--- src/logic/gsfrf_defs.vh ---
// Behaviour
// - Sixteen registers; default operand size 32 bits
// - 64-bit size, upper registers need extension prefix
// - Byte, word, dword access everywhere; qword writes in 64-bit mode only
// - Prefix remaps high bytes to pointer lows
// - High byte never paired with new byte
// - 64-bit write updates whole register
// - 32-bit write zeroes upper half in 64-bit mode, keeps it otherwise
// - 8/16-bit writes keep upper bits
// - Upper halves dropped on leaving 64-bit mode
// - Six 16-bit selector registers
// - Code selector refuses data-move loads
// - Fetch address pairs code selector, pointer
// - Stack ops use stack selector; loadable
// - Code, stack, both data bases read zero in 64-bit mode
// - Auxiliary selectors keep their bases
// - Selector loads still run legacy checks
// - Limit checks off in 64-bit mode
// - Status word resets to 00000002H
// - Reserved status bits held fixed
// - Status word moves only in flag groups
// - Task switch saves and reloads status word
// - Handler call pushes status word
// - Wide status word, upper half reserved
`ifndef GSFRF_DEFS_VH
`define GSFRF_DEFS_VH
`define GSFRF_SZ_B        2'h0
`define GSFRF_SZ_W        2'h1
`define GSFRF_SZ_D        2'h2
`define GSFRF_SZ_Q        2'h3
`define GSFRF_SEG_XDATA   3'h0
`define GSFRF_SEG_CS      3'h1
`define GSFRF_SEG_SS      3'h2
`define GSFRF_SEG_DATA    3'h3
`define GSFRF_SEG_AUX1    3'h4
`define GSFRF_SEG_AUX2    3'h5
`define GSFRF_PSW_RESET   32'h00000002
`define GSFRF_ACC_RESET   8'h02
`define GSFRF_PSW_FIX1    32'h00000002
`define GSFRF_PSW_RSVD    32'hFFC0802A
`define GSFRF_PSW_LOWBYTE 32'h000000D5
`define GSFRF_PSW_PUSHMSK 32'h00FC7FD7
`define GSFRF_PSW_FLGMSK  32'h003F7FD5
`define GSFRF_OP_NONE     3'h0
`define GSFRF_OP_FLGLD    3'h1
`define GSFRF_OP_FLGPOP   3'h2
`define GSFRF_OP_TASK     3'h3
`define GSFRF_OP_EXEC     3'h4
`endif

--- src/logic/gsfrf_seg.v ---
`timescale 1ns/1ps
`default_nettype none
`include "gsfrf_defs.vh"
module gsfrf_seg (
    input  wire        i_mclk,
    input  wire        i_nrst,
    input  wire        i_long_mode,
    input  wire        i_ld_en,
    input  wire [2:0]  i_ld_sel,
    input  wire [15:0] i_ld_val,
    input  wire [63:0] i_ld_base,
    input  wire        i_ld_ctl,
    input  wire [2:0]  i_rd_sel,
    output reg  [15:0] o_sel_ff,
    output reg  [63:0] o_base_ff,
    output reg         o_lim_en_ff,
    output reg         o_cs_rej_ff,
    output reg         o_null_ld_ff,
    output reg  [15:0] o_cs_ff,
    output reg  [15:0] o_ss_ff
);
    reg  [15:0] sel_ff  [0:5];
    reg  [63:0] base_ff [0:5];
    wire        acc_ok;
    integer     k;
    assign acc_ok = i_ld_en && (i_ld_sel <= `GSFRF_SEG_AUX2)
                    && (i_ld_sel != `GSFRF_SEG_CS || i_ld_ctl);
    ////////////////////////////////////////////////////////////////
    always @(posedge i_mclk or negedge i_nrst) begin
        if (!i_nrst) begin
            for (k = 0; k < 6; k = k + 1) begin
                sel_ff[k]  <= 16'h0000;
                base_ff[k] <= 64'h0000000000000000;
            end
            o_sel_ff     <= 16'h0000;
            o_base_ff    <= 64'h0000000000000000;
            o_lim_en_ff  <= 1'b1;
            o_cs_rej_ff  <= 1'b0;
            o_null_ld_ff <= 1'b0;
            o_cs_ff      <= 16'h0000;
            o_ss_ff      <= 16'h0000;
        end else begin
            if (acc_ok) begin
                sel_ff[i_ld_sel]  <= i_ld_val;
                base_ff[i_ld_sel] <= i_ld_base;
            end
            o_cs_rej_ff  <= i_ld_en && i_ld_sel == `GSFRF_SEG_CS && !i_ld_ctl;
            // Null stack selector flagged even in 64-bit mode
            o_null_ld_ff <= acc_ok && i_ld_val[15:2] == 14'h0000
                            && (i_ld_sel == `GSFRF_SEG_SS || i_ld_sel == `GSFRF_SEG_CS);
            o_sel_ff     <= (i_rd_sel <= `GSFRF_SEG_AUX2) ? sel_ff[i_rd_sel] : 16'h0000;
            if (i_rd_sel > `GSFRF_SEG_AUX2)
                o_base_ff <= 64'h0000000000000000;
            else if (i_long_mode && i_rd_sel < `GSFRF_SEG_AUX1)
                o_base_ff <= 64'h0000000000000000;
            else
                o_base_ff <= base_ff[i_rd_sel];
            o_lim_en_ff  <= !i_long_mode;
            o_cs_ff      <= sel_ff[`GSFRF_SEG_CS];
            o_ss_ff      <= sel_ff[`GSFRF_SEG_SS];
        end
    end
endmodule // gsfrf_seg
`default_nettype wire

--- src/logic/gsfrf_top.v ---
`timescale 1ns/1ps
`default_nettype none
`include "gsfrf_defs.vh"
module gsfrf_top (
    input  wire        i_mclk,
    input  wire        i_nrst,
    input  wire        i_warm_rst,
    input  wire        i_long_mode,
    input  wire        i_rex,
    input  wire        i_rex_w,
    input  wire        i_opsz16,
    input  wire        i_wr_en,
    input  wire [3:0]  i_wr_idx,
    input  wire        i_wr_byte,
    input  wire [63:0] i_wr_data,
    input  wire [3:0]  i_ra_idx,
    input  wire [3:0]  i_rb_idx,
    input  wire        i_ra_byte,
    input  wire        i_rb_byte,
    input  wire        i_seg_ld_en,
    input  wire [2:0]  i_seg_ld_sel,
    input  wire [15:0] i_seg_ld_val,
    input  wire [63:0] i_seg_ld_base,
    input  wire        i_seg_ld_ctl,
    input  wire [2:0]  i_seg_rd_sel,
    input  wire [63:0] i_ip,
    input  wire [2:0]  i_psw_op,
    input  wire [31:0] i_psw_data,
    input  wire [31:0] i_psw_exec,
    input  wire [31:0] i_psw_exec_mask,
    input  wire        i_task_save,
    input  wire        i_intr_call,
    output reg  [63:0] o_ra_ff,
    output reg  [63:0] o_rb_ff,
    output reg         o_illegal_ff,
    output reg  [63:0] o_psw_ff,
    output reg  [7:0]  o_accum_flags_ff,
    output reg  [31:0] o_push_word_ff,
    output reg         o_push_valid_ff,
    output reg  [31:0] o_task_word_ff,
    output reg         o_task_valid_ff,
    output reg  [15:0] o_fetch_sel_ff,
    output reg  [63:0] o_fetch_off_ff,
    output reg  [15:0] o_stack_sel_ff,
    output reg  [15:0] o_seg_sel_ff,
    output reg  [63:0] o_seg_base_ff,
    output reg         o_seg_lim_en_ff,
    output reg         o_seg_cs_rej_ff,
    output reg         o_seg_null_ff
);
    ////////////////////////////////////////////////////////////////
    // General-purpose registers
    reg  [63:0] gpr_ff [0:15];
    reg  [31:0] psw_ff;
    reg         long_ff;
    reg         warm_meta_ff;
    reg         warm_sync_ff;
    reg  [1:0]  wsz;
    reg  [3:0]  w_reg;
    reg         w_hi;
    reg  [63:0] nxt_gpr;
    reg         bad;
    wire [15:0] cs_sel;
    wire [15:0] ss_sel;
    wire [15:0] seg_sel;
    wire [63:0] seg_base;
    wire        seg_lim;
    wire        seg_rej;
    wire        seg_null;
    integer     k;

    // Byte index to register and high-byte select
    function [4:0] byte_map;
        input [3:0] idx;
        input       register_extension_prefix;
        begin
            if (!register_extension_prefix && idx[2] && !idx[3])
                byte_map = {2'b00, idx[1:0], 1'b1};
            else
                byte_map = {idx, 1'b0};
        end
    endfunction

    function [63:0] rd_val;
        input [3:0] idx;
        input       bsel;
        input       register_extension_prefix;
        reg   [4:0] m;
        reg   [63:0] v;
        begin
            m = 5'h00;
            v = 64'h0000000000000000;
            if (bsel) begin
                m = byte_map(idx, register_extension_prefix);
                v = gpr_ff[m[4:1]];
                rd_val = m[0] ? {56'h0, v[15:8]} : {56'h0, v[7:0]};
            end else
                rd_val = gpr_ff[idx];
        end
    endfunction

    function is_hi;
        input [3:0] idx;
        input       bsel;
        input       register_extension_prefix;
        reg   [4:0] m;
        begin
            m = byte_map(idx, register_extension_prefix);
            is_hi = bsel && m[0];
        end
    endfunction

    // Prefix gating of size and register reach
    always @* begin
        bad = 1'b0;
        if (i_wr_byte)
            wsz = `GSFRF_SZ_B;
        else if (i_long_mode && i_rex && i_rex_w)
            wsz = `GSFRF_SZ_Q;
        else if (i_opsz16)
            wsz = `GSFRF_SZ_W;
        else
            wsz = `GSFRF_SZ_D;
        if (!i_rex && (i_wr_idx[3] || i_ra_idx[3] || i_rb_idx[3]))
            bad = 1'b1;
        if (!i_long_mode && i_rex)
            bad = 1'b1;
        // High byte beside an upper register operand
        if ((is_hi(i_wr_idx, i_wr_byte, i_rex) || is_hi(i_ra_idx, i_ra_byte, i_rex)
             || is_hi(i_rb_idx, i_rb_byte, i_rex))
            && (i_wr_idx[3] || i_ra_idx[3] || i_rb_idx[3]))
            bad = 1'b1;
    end

    // Write extension policy
    always @* begin
        nxt_gpr = 64'h0000000000000000;
        {w_reg, w_hi} = i_wr_byte ? byte_map(i_wr_idx, i_rex) : {i_wr_idx, 1'b0};
        nxt_gpr = gpr_ff[w_reg];
        case (wsz)
            `GSFRF_SZ_B: begin
                if (w_hi)
                    nxt_gpr[15:8] = i_wr_data[7:0];
                else
                    nxt_gpr[7:0] = i_wr_data[7:0];
            end
            `GSFRF_SZ_W: nxt_gpr[15:0] = i_wr_data[15:0];
            `GSFRF_SZ_D: nxt_gpr = i_long_mode ? {32'h0, i_wr_data[31:0]}
                                            : {nxt_gpr[63:32], i_wr_data[31:0]};
            `GSFRF_SZ_Q: nxt_gpr = i_wr_data;
            default: nxt_gpr = gpr_ff[w_reg];
        endcase
    end

    always @(posedge i_mclk or negedge i_nrst) begin
        if (!i_nrst) begin
            for (k = 0; k < 16; k = k + 1) begin
                gpr_ff[k] <= 64'h0000000000000000;
            end
            long_ff      <= 1'b0;
            o_ra_ff      <= 64'h0000000000000000;
            o_rb_ff      <= 64'h0000000000000000;
            o_illegal_ff <= 1'b0;
        end else begin
            long_ff <= i_long_mode;
            if (long_ff && !i_long_mode) begin
                for (k = 0; k < 16; k = k + 1) begin
                    gpr_ff[k][63:32] <= 32'h0;
                end
            end else if (i_wr_en && !bad)
                gpr_ff[w_reg] <= nxt_gpr;
            o_ra_ff      <= rd_val(i_ra_idx, i_ra_byte, i_rex);
            o_rb_ff      <= rd_val(i_rb_idx, i_rb_byte, i_rex);
            o_illegal_ff <= i_wr_en && bad;
        end
    end

    ////////////////////////////////////////////////////////////////
    // Program status word
    // Merge a flag group, reserved bits forced
    function [31:0] psw_merge;
        input [31:0] old;
        input [31:0] val;
        input [31:0] msk;
        begin
            psw_merge = (old & ~msk) | (val & msk & ~`GSFRF_PSW_RSVD)
                        | `GSFRF_PSW_FIX1;
        end
    endfunction

    always @(posedge i_mclk or negedge i_nrst) begin
        if (!i_nrst) begin
            psw_ff           <= `GSFRF_PSW_RESET;
            warm_meta_ff     <= 1'b0;
            warm_sync_ff     <= 1'b0;
            o_psw_ff         <= {32'h0, `GSFRF_PSW_RESET};
            o_accum_flags_ff <= `GSFRF_ACC_RESET;
            o_push_word_ff   <= 32'h0;
            o_push_valid_ff  <= 1'b0;
            o_task_word_ff   <= 32'h0;
            o_task_valid_ff  <= 1'b0;
        end else begin
            // Warm restart pin, two-stage synchroniser
            warm_meta_ff <= i_warm_rst;
            warm_sync_ff <= warm_meta_ff;
            if (warm_sync_ff)
                psw_ff <= `GSFRF_PSW_RESET;
            else begin
                case (i_psw_op)
                    `GSFRF_OP_FLGLD: psw_ff <= psw_merge(psw_ff, i_psw_data,
                                                         `GSFRF_PSW_LOWBYTE);
                    `GSFRF_OP_FLGPOP: psw_ff <= psw_merge(psw_ff, i_psw_data,
                                                          `GSFRF_PSW_FLGMSK);
                    `GSFRF_OP_TASK: psw_ff <= psw_merge(psw_ff, i_psw_data,
                                                        ~`GSFRF_PSW_RSVD);
                    `GSFRF_OP_EXEC: psw_ff <= psw_merge(psw_ff, i_psw_exec,
                                                        i_psw_exec_mask);
                    default: psw_ff <= psw_ff;
                endcase
            end
            o_psw_ff         <= {32'h0, psw_ff};
            o_accum_flags_ff <= psw_ff[7:0];
            o_push_valid_ff  <= i_intr_call;
            o_push_word_ff   <= i_intr_call ? psw_ff : o_push_word_ff;
            o_task_valid_ff  <= i_task_save;
            o_task_word_ff   <= i_task_save ? psw_ff : o_task_word_ff;
        end
    end

    ////////////////////////////////////////////////////////////////
    // Segment selectors
    gsfrf_seg u_seg (
        .i_mclk       (i_mclk),
        .i_nrst       (i_nrst),
        .i_long_mode  (i_long_mode),
        .i_ld_en      (i_seg_ld_en),
        .i_ld_sel     (i_seg_ld_sel),
        .i_ld_val     (i_seg_ld_val),
        .i_ld_base    (i_seg_ld_base),
        .i_ld_ctl     (i_seg_ld_ctl),
        .i_rd_sel     (i_seg_rd_sel),
        .o_sel_ff     (seg_sel),
        .o_base_ff    (seg_base),
        .o_lim_en_ff  (seg_lim),
        .o_cs_rej_ff  (seg_rej),
        .o_null_ld_ff (seg_null),
        .o_cs_ff      (cs_sel),
        .o_ss_ff      (ss_sel)
    );

    always @(posedge i_mclk or negedge i_nrst) begin
        if (!i_nrst) begin
            o_fetch_sel_ff  <= 16'h0000;
            o_fetch_off_ff  <= 64'h0000000000000000;
            o_stack_sel_ff  <= 16'h0000;
            o_seg_sel_ff    <= 16'h0000;
            o_seg_base_ff   <= 64'h0000000000000000;
            o_seg_lim_en_ff <= 1'b1;
            o_seg_cs_rej_ff <= 1'b0;
            o_seg_null_ff   <= 1'b0;
        end else begin
            o_fetch_sel_ff  <= cs_sel;
            o_fetch_off_ff  <= i_ip;
            o_stack_sel_ff  <= ss_sel;
            o_seg_sel_ff    <= seg_sel;
            o_seg_base_ff   <= seg_base;
            o_seg_lim_en_ff <= seg_lim;
            o_seg_cs_rej_ff <= seg_rej;
            o_seg_null_ff   <= seg_null;
        end
    end
endmodule // gsfrf_top
`default_nettype wire

--- config.mk ---
export PLATFORM = sky130hd
export DESIGN_NAME = gsfrf_top
export DESIGN_NICKNAME = d
export VERILOG_FILES = /design/src/logic/gsfrf_seg.v /design/src/logic/gsfrf_top.v
export VERILOG_INCLUDE_DIRS = /design/src /design/src/logic
export SDC_FILE = /design/constraint.sdc
export NUM_CORES = 2
export LEC_CHECK = 0
export BUFFER_PORTS_ARGS = -buffer_cell sky130_fd_sc_hd__buf_4
export CAP_MARGIN = 5
export CORE_UTILIZATION = 55
export DETAILED_ROUTE_END_ITERATION = 12
export GPL_TIMING_DRIVEN = 1
export PLACE_DENSITY_LB_ADDON = 0.08
export SYNTH_ARGS = -nofsm -noshare
export SYNTH_HDL_FRONTEND = slang
export SYNTH_SLANG_ARGS = --single-unit
--- constraint.sdc ---
create_clock -name i_mclk -period 2.1 [get_ports i_mclk]
set_input_delay 0 -clock i_mclk [delete_from_list [all_inputs] [get_ports i_mclk]]
set_output_delay 0 -clock i_mclk [all_outputs]
set_load 0.005 [all_outputs]
# Yosys cells after proc, flatten, opt, wreduce, memory -nomap -nowiden
# Index checks and enable logic that the tools add are counted.
[word_totals] in_bits=340 word_cells=228 reg_bits=2068
[classes] n_lt_le_gt_ge=13 n_bitwise=14 n_eq_ne=10 n_reduce_logical=46 n_mux=73
[op_table] operator="$bmux 64 s4" count=5
[op_table] operator="$bwmux 1024" count=1
[op_table] operator="$mux 1024" count=1
[op_table] operator="$mux 64" count=15
[op_table] operator="$mux 32" count=17
[op_table] operator="$bwmux 384" count=1
[op_table] operator="$demux 64 s4" count=1
[op_table] operator="$bmux 64 s3" count=1
[op_table] operator="$demux 64 s3" count=1
[op_table] operator="$mux 16" count=8
[op_table] operator="$bwmux 96" count=1
[op_table] operator="$pmux 32 s3" count=1
[op_table] operator="$pmux 48 s2" count=1
[op_table] operator="$or 32x22->32" count=2
[op_table] operator="$bmux 16 s3" count=1
[op_table] operator="$demux 16 s3" count=1
[op_table] operator="$pmux 16 s3" count=1
[op_table] operator="$and 32x32->32" count=1
[op_table] operator="$mux 8" count=4
[op_table] operator="$not 32->32" count=1
[op_table] operator="$or 32x8->32" count=1
[op_table] operator="$mux 5" count=6
[op_table] operator="$logic_and 1x1->1" count=26
[op_table] operator="$ge 5x5->1 const B" count=5
[op_table] operator="26 further kinds" count=53

# Logic depth before layout (Yosys ltp)
[logic_depth] depth_word=14 ltp_mapped=12 ltp_nobuf=5

# Cells and area by module
# A second synthesis with hierarchy kept.
[hier_totals] cells_unflattened=7424 area_unflattened_um2=98728.4
[modules_own_cells] mod="gsfrf_top" cells_each=5820 instances=1 seq_area_each_um2=36611.4 area_per_inst_um2=74308.8
[modules_own_cells] mod="gsfrf_seg" cells_each=1604 instances=1 seq_area_each_um2=14890.5 area_per_inst_um2=24419.7

# Worst setup path after synthesis
# OpenSTA, ideal clock, no wires.
[synth_path] path_type="input to register" startpoint="input port i_ra_idx[0]" endpoint="register o_ra_ff[48]" slack_ns=-0.129 arrival_ns=2.097 cell_stages=6 t_required_ns=1.968 path_buffers=3 cell_sequence="clkbuf_1 -> buf_2 -> buf_1 -> mux4_2 -> mux4_2 -> nor2b_1"
[synth_via] elab_chain_len=5
[synth_lines] element="start, declared" line_no="gsfrf_top.v:16" source="input wire [3:0] i_ra_idx,"
[synth_lines] element="$not 4->5 (implied by the code)" line_no="gsfrf_top.v:98" source="rd_val = gpr_ff[idx];"
[synth_lines] element="$bmux 64 s4" line_no="gsfrf_top.v:98"
[synth_lines] element="$mux 64 (implied by the code) (2 in a row)" line_no="gsfrf_top.v:98"
[synth_lines] element="$mux 64" line_no="gsfrf_top.v:93" source="if (bsel) begin"
[synth_lines] element="end signal, assigned" line_no="gsfrf_top.v:172" source="o_ra_ff <= rd_val(i_ra_idx, i_ra_byte, i_rex);"
[synth_lines] element="end, declared" line_no="gsfrf_top.v:33" source="output reg [63:0] o_ra_ff,"
# No other way between the ends. The select of a mux whose other input is x is not followed.
# A chain may end at the register's enable or synchronous reset.

# Worst setup path after layout
[layout_path] startpoint="input port i_seg_ld_sel[0]" endpoint="register u_seg.base_ff[207] (netlist name)"
[layout_via] elab_chain_len=6 elab_cells_between_ends=12
[layout_lines] element="start, declared" line_no="gsfrf_top.v:21" source="input wire [2:0] i_seg_ld_sel,"
[layout_lines] element="$not 3->4 (implied by the code)" line_no="gsfrf_seg.v:45" source="base_ff[i_ld_sel] <= i_ld_base;"
[layout_lines] element="$ge 4x4->1 (implied by the code) or $lt 4x1->1 (tied branches)" line_no="gsfrf_seg.v:45"
[layout_lines] element="$logic_and 1x1->1 (implied by the code)" line_no="gsfrf_seg.v:45"
[layout_lines] element="$mux 64 (implied by the code)" line_no="gsfrf_seg.v:45"
[layout_lines] element="$demux 64 s3" line_no="gsfrf_seg.v:45"
[layout_lines] element="$bwmux 384" line_no="gsfrf_seg.v:45"
[layout_lines] element="end signal, assigned by index" line_no="gsfrf_seg.v:45"
[layout_lines] element="end, declared" line_no="gsfrf_seg.v:23" source="reg [63:0] base_ff [0:5];"
# Several ways; a longest one is shown, not always the timed one.

==> tab_implementation.tex <==
\begin{tabular}{lr}
\hline
Metric & Value \\
\hline
\multicolumn{2}{l}{\textbf{Routing}} \\
\quad Detailed-routing wirelength on met1 & between 100 and 150 mm \\
\quad Uppermost signal routing layer after detailed routing & met5 \\
\quad Via-to-Cell Ratio & 6.65 \\
\quad Met2 routed wirelength & between 150 and 200 mm \\
\quad Count of antenna-violating nets left after detailed routing & 0 \\
\quad Post-detailed-route wirelength per cell & 29.1 um \\
\quad Number of DRC violations after detailed routing & 0 \\
\quad Detailed-routing iteration count for the pre-antenna-repair pass & 8 \\
\quad Routed wire length & about 330 mm \\
\quad Drt first-iter violations & slightly below 8000 \\
\quad Via total after detailed routing & $\sim$76000 \\
\quad Met3 wire length & slightly above 30 mm \\
\multicolumn{2}{l}{\textbf{Clock network}} \\
\quad Max H-tree Level & 4 \\
\quad Sink count of the clock tree & a little over 2000 \\
\quad CTS tree & built \\
\quad Clock transition at path regs & about 60 ps \\
\quad CTS buffer count & $\sim$210 \\
\quad Clock latency reported for the late side of the worst-skew pair & $\sim$860 ps \\
\quad Clk buf depth & 3 \\
\quad Buffer cell driving the clock tree root & sky130\_fd\_sc\_hd\_\_clkbuf\_16 \\
\multicolumn{2}{l}{\textbf{Place}} \\
\quad Cell count after placement & $\sim$10000 \\
\quad Number of buffer cells added on primary ports & between 700 and 800 \\
\quad Dpl hpwl & 204 mm \\
\quad Gp weighted congestion & 0.928 \\
\quad Post-Place Setup Slack & -101 ps \\
\multicolumn{2}{l}{\textbf{Timing}} \\
\quad Total negative setup slack & 0 ps \\
\quad Worst hold slack & between 80 and 90 ps \\
\quad Endpoints failing hold & 0 \\
\quad Final setup skew & 32.3 ps \\
\quad Final worst path period share & 0.971 \\
\quad Final worst setup slack & $\sim$61 ps \\
\quad Total setup violations reported at the end of the flow & 0 \\
\quad Worst max-slew margin expressed relative to the limit & 0.436 \\
\quad Slew at the pin closest to its max-slew limit & 842 ps \\
\quad Maximum achievable frequency & slightly below 500 MHz \\
\quad Time the worst path needs with I/O delays and setup & 2040 ps \\
\quad Number of pins exceeding their max-slew limit in the final report & 0 \\
\multicolumn{2}{l}{\textbf{Synth}} \\
\quad Register bit total from synthesis & between 2000 and 2500 \\
\quad Post-synth cell types & 80 \\
\quad Average cell area after synthesis & around 14 sq um \\
\quad Fraction of the yosys area taken by sequential cells & 0.511 \\
\quad Summed instance area of the synthesized netlist & 101000 sq um \\
\quad Warnings, synthesis & 0 \\
\quad Async S/R FF share, synth & 1.00 \\
\quad Prevailing post-synth register cell & sky130\_fd\_sc\_hd\_\_dfrtp\_1 \\
\quad Cell count after synthesis & between 7000 and 8000 \\
\quad Number of enable-type register cells in the synthesized netlist & 0 \\
\multicolumn{2}{l}{\textbf{Global routing}} \\
\quad Initial antenna violation count & 23 \\
\quad Total routing resource utilization after global routing & 0.359 \\
\quad Vias in the first global route & between 70000 and 80000 \\
\quad GR Overflow Total & 0 \\
\quad First-pass GRT wire length & between 400 and 500 mm \\
\quad Pin count of the biggest net entering global routing & between 100 and 150 \\
\multicolumn{2}{l}{\textbf{Die}} \\
\quad Width of the die & approximately 430 um \\
\quad Io pins & 786 \\
\quad CORE AREA & roughly 180000 sq um \\
\quad Die Height & about 430 um \\
\quad Starting Density & 0.556 \\
\quad Cell Rows & roughly 160 \\
\quad Total Die Area & around 190000 sq um \\
\multicolumn{2}{l}{\textbf{Worst setup path}} \\
\quad Arrival time at the worst endpoint & 2770 ps \\
\quad Largest stage delay on the critical path & around 700 ps \\
\quad Setup Crit Path Kind & primary input to register \\
\quad Bufs and invs on worst path & 4 \\
\quad Kind of launch point of the worst setup path & primary input \\
\quad CP endpoint kind & register \\
\quad Flop2flop setup slack & $\sim$70 ps \\
\quad Cell type group with the largest total delay on the critical path & buffers and inverters \\
\quad Worst-path fanout max & 26 \\
\quad Cell type of the slowest stage on the worst timing path & sky130\_fd\_sc\_hd\_\_nor3\_2 \\
\quad Worst path most repeated cell & sky130\_fd\_sc\_hd\_\_dlygate4sd3\_1 \\
\quad Crit path cell chain & dlygate4sd3\_1 -> buf\_4 -> nor3\_2 -> clkbuf\_16 -> mux2\_2 -> dlygate4sd3\_1 \\
\quad Required time reported for the critical path endpoint & approximately 2800 ps \\
\multicolumn{2}{l}{\textbf{Pwr}} \\
\quad Total power & just over 100 mW \\
\quad Switching power as a share of total power & 0.258 \\
\quad Design internal power & approximately 75 mW \\
\quad Sequential share of power & 0.464 \\
\quad Worst VDD drop & $\sim$0.00079 V \\
\quad Share of power burned in the clock network & 0.381 \\
\quad Ratio of total power to cell area & 796 nW/um\^{}2 \\
\quad Combinational fraction of design power & 0.155 \\
\quad Net switching power & around 26 mW \\
\quad Static power due to leakage & approximately 56 nW \\
\multicolumn{2}{l}{\textbf{Status}} \\
\quad Status & finished clean \\
\multicolumn{2}{l}{\textbf{Cells and area}} \\
\quad Final std cells w/o fill & approximately 11000 \\
\quad Synth-to-Final Area Change & 25.3\% \\
\quad Layout net count & 9161 \\
\quad Share of final-layout standard cells stronger than drive strength 1 & 0.375 \\
\multicolumn{2}{l}{\textbf{Worst hold path}} \\
\quad HP Class & primary input to register \\
\multicolumn{2}{l}{\textbf{Job}} \\
\quad Max Cap Violations & 0 \\
\hline
\end{tabular}
## final timing paths
path                                          start            endpoint  cells after the start
worst max-delay path                i_seg_ld_sel[0]  u_seg.base_ff[207]                      6
worst min-delay path              i_seg_ld_base[58]  u_seg.base_ff[122]                      3
worst max register to register            psw_ff[4]           psw_ff[4]                      6
worst min register to register  u_seg.o_base_ff[60]   o_seg_base_ff[60]                      0
max in group asynchronous                    i_nrst  o_task_word_ff[25]                      5
min in group asynchronous                    i_nrst         o_ra_ff[32]                      4
## final cells by class
class	instances	area, sq um
repair buffers	1907	18400
clock buffers	296	6120
inverters	29	109
well taps	2370	2970
diodes	9	22.5
flip-flops and latches	2058	51500
fillers	12455	55000
clock inverters	85	925
multi-input cells	4614	46300
## worst register-to-register path, delay by kind of cell, from the launching register on
| family | cells | cell delay (ps) |
|---|---|---|
| AO/OA/AOI/OAI | 2 | 140 |
| buffers and inverters | 2 | 1150 |
| flip-flops | 1 | 430 |
| multiplexers | 1 | 150 |
| AND/OR/NAND/NOR | 1 | 60 |
## cells in the final DEF, fill, tap and decap left out, types with 51 or more instances in the layout
cell and instances:
sky130_fd_sc_hd__o22ai_1 225, sky130_fd_sc_hd__nand2_1 615, sky130_fd_sc_hd__nor2_1 188, sky130_fd_sc_hd__nand3_1 140
sky130_fd_sc_hd__mux2i_1 302, sky130_fd_sc_hd__clkinv_2 51, sky130_fd_sc_hd__mux2_2 645, sky130_fd_sc_hd__nor2b_1 121
sky130_fd_sc_hd__buf_12 215, sky130_fd_sc_hd__a21oi_1 66, sky130_fd_sc_hd__a22oi_1 71, sky130_fd_sc_hd__dlygate4sd3_1 510
sky130_fd_sc_hd__mux4_2 908, sky130_fd_sc_hd__o21ai_0 706, sky130_fd_sc_hd__clkbuf_16 217, sky130_fd_sc_hd__o221ai_1 139
sky130_fd_sc_hd__dfrtp_1 2055, sky130_fd_sc_hd__a31oi_1 122, sky130_fd_sc_hd__buf_4 1165
## layer usage
| layer | global-route usage | vias to the layer above |
|---|---|---|
| li1 | - | 31115 |
| met1 | 0.474 | 39100 |
| met2 | 0.563 | 4221 |
| met3 | 0.0756 | 1127 |
| met4 | 0.191 | 21 |
| met5 | 0.00312 | - |
## power by group through the flow
stage	clock network (mW)	logic [mW]	registers [mW]
finish	38.3	15.6	46.7
detailed placement	0	14.6	47.2
global route	40.4	16.7	47.2
global placement	0	14.3	47.0
floorplan	0	8.54	46.4
CTS	38.8	15.5	46.6
## Yosys cell counts (69+ instances only)
cell | count | area share
sky130_fd_sc_hd__nor2_1 | 191 | 0.0071
sky130_fd_sc_hd__nand3_1 | 150 | 0.0074
sky130_fd_sc_hd__nand2_1 | 617 | 0.023
sky130_fd_sc_hd__buf_2 | 90 | 0.0045
sky130_fd_sc_hd__o22ai_1 | 231 | 0.014
sky130_fd_sc_hd__buf_1 | 81 | 0.0030
sky130_fd_sc_hd__nor2b_1 | 123 | 0.0076
sky130_fd_sc_hd__clkbuf_1 | 514 | 0.019
sky130_fd_sc_hd__mux2i_1 | 302 | 0.030
sky130_fd_sc_hd__o21ai_0 | 706 | 0.035
sky130_fd_sc_hd__a22oi_1 | 71 | 0.0053
sky130_fd_sc_hd__dfrtp_1 | 2056 | 0.51
sky130_fd_sc_hd__mux4_2 | 908 | 0.20
sky130_fd_sc_hd__a31oi_1 | 122 | 0.0076
sky130_fd_sc_hd__o221ai_1 | 141 | 0.012
sky130_fd_sc_hd__mux2_2 | 645 | 0.072
sky130_fd_sc_hd__a21oi_1 | 69 | 0.0034
## metrics by stage
| step | instance area, sq um | util |
|---|---|---|
| floorplan | 101000 | - |
| global route | 126000 | 0.697 |
| finish | 126000 | 0.697 |
| detailed placement | 114000 | 0.629 |
| CTS | 126000 | 0.696 |
| global placement | 114000 | 0.629 |
## flip-flops by register name (all words and copies together), names as in the netlist, 16 cells and up
signal and flops:
u_seg.base_ff 384, psw_ff 31, u_seg.o_sel_ff 16, o_fetch_off_ff 64
u_seg.sel_ff 96, o_rb_ff 64, u_seg.o_ss_ff 16, u_seg.o_cs_ff 16
o_seg_sel_ff 16, o_psw_ff 31, o_push_word_ff 32, o_task_word_ff 32
gpr_ff 1024, o_stack_sel_ff 16, o_ra_ff 64, o_fetch_sel_ff 16
o_seg_base_ff 64, u_seg.o_base_ff 64
## kinds of logic after synthesis
logic type | share of synthesized area
xor+xnor | 0.0000869
other cells | 0.0000745
flops | 0.511
simple gates | 0.0566
buf+inv | 0.0348
compound gates | 0.0883
mux | 0.309
## what timing repair did
action / CTS / global route
gates resized for setup: 0 / 10
endpoints found under the setup margin: 0 / 23
setup buffers: 0 / 3
hold buffers: 516 / 0
hold endpoints to repair: 3929 / 0
Note: power is estimated with default switching activity, not from simulation.
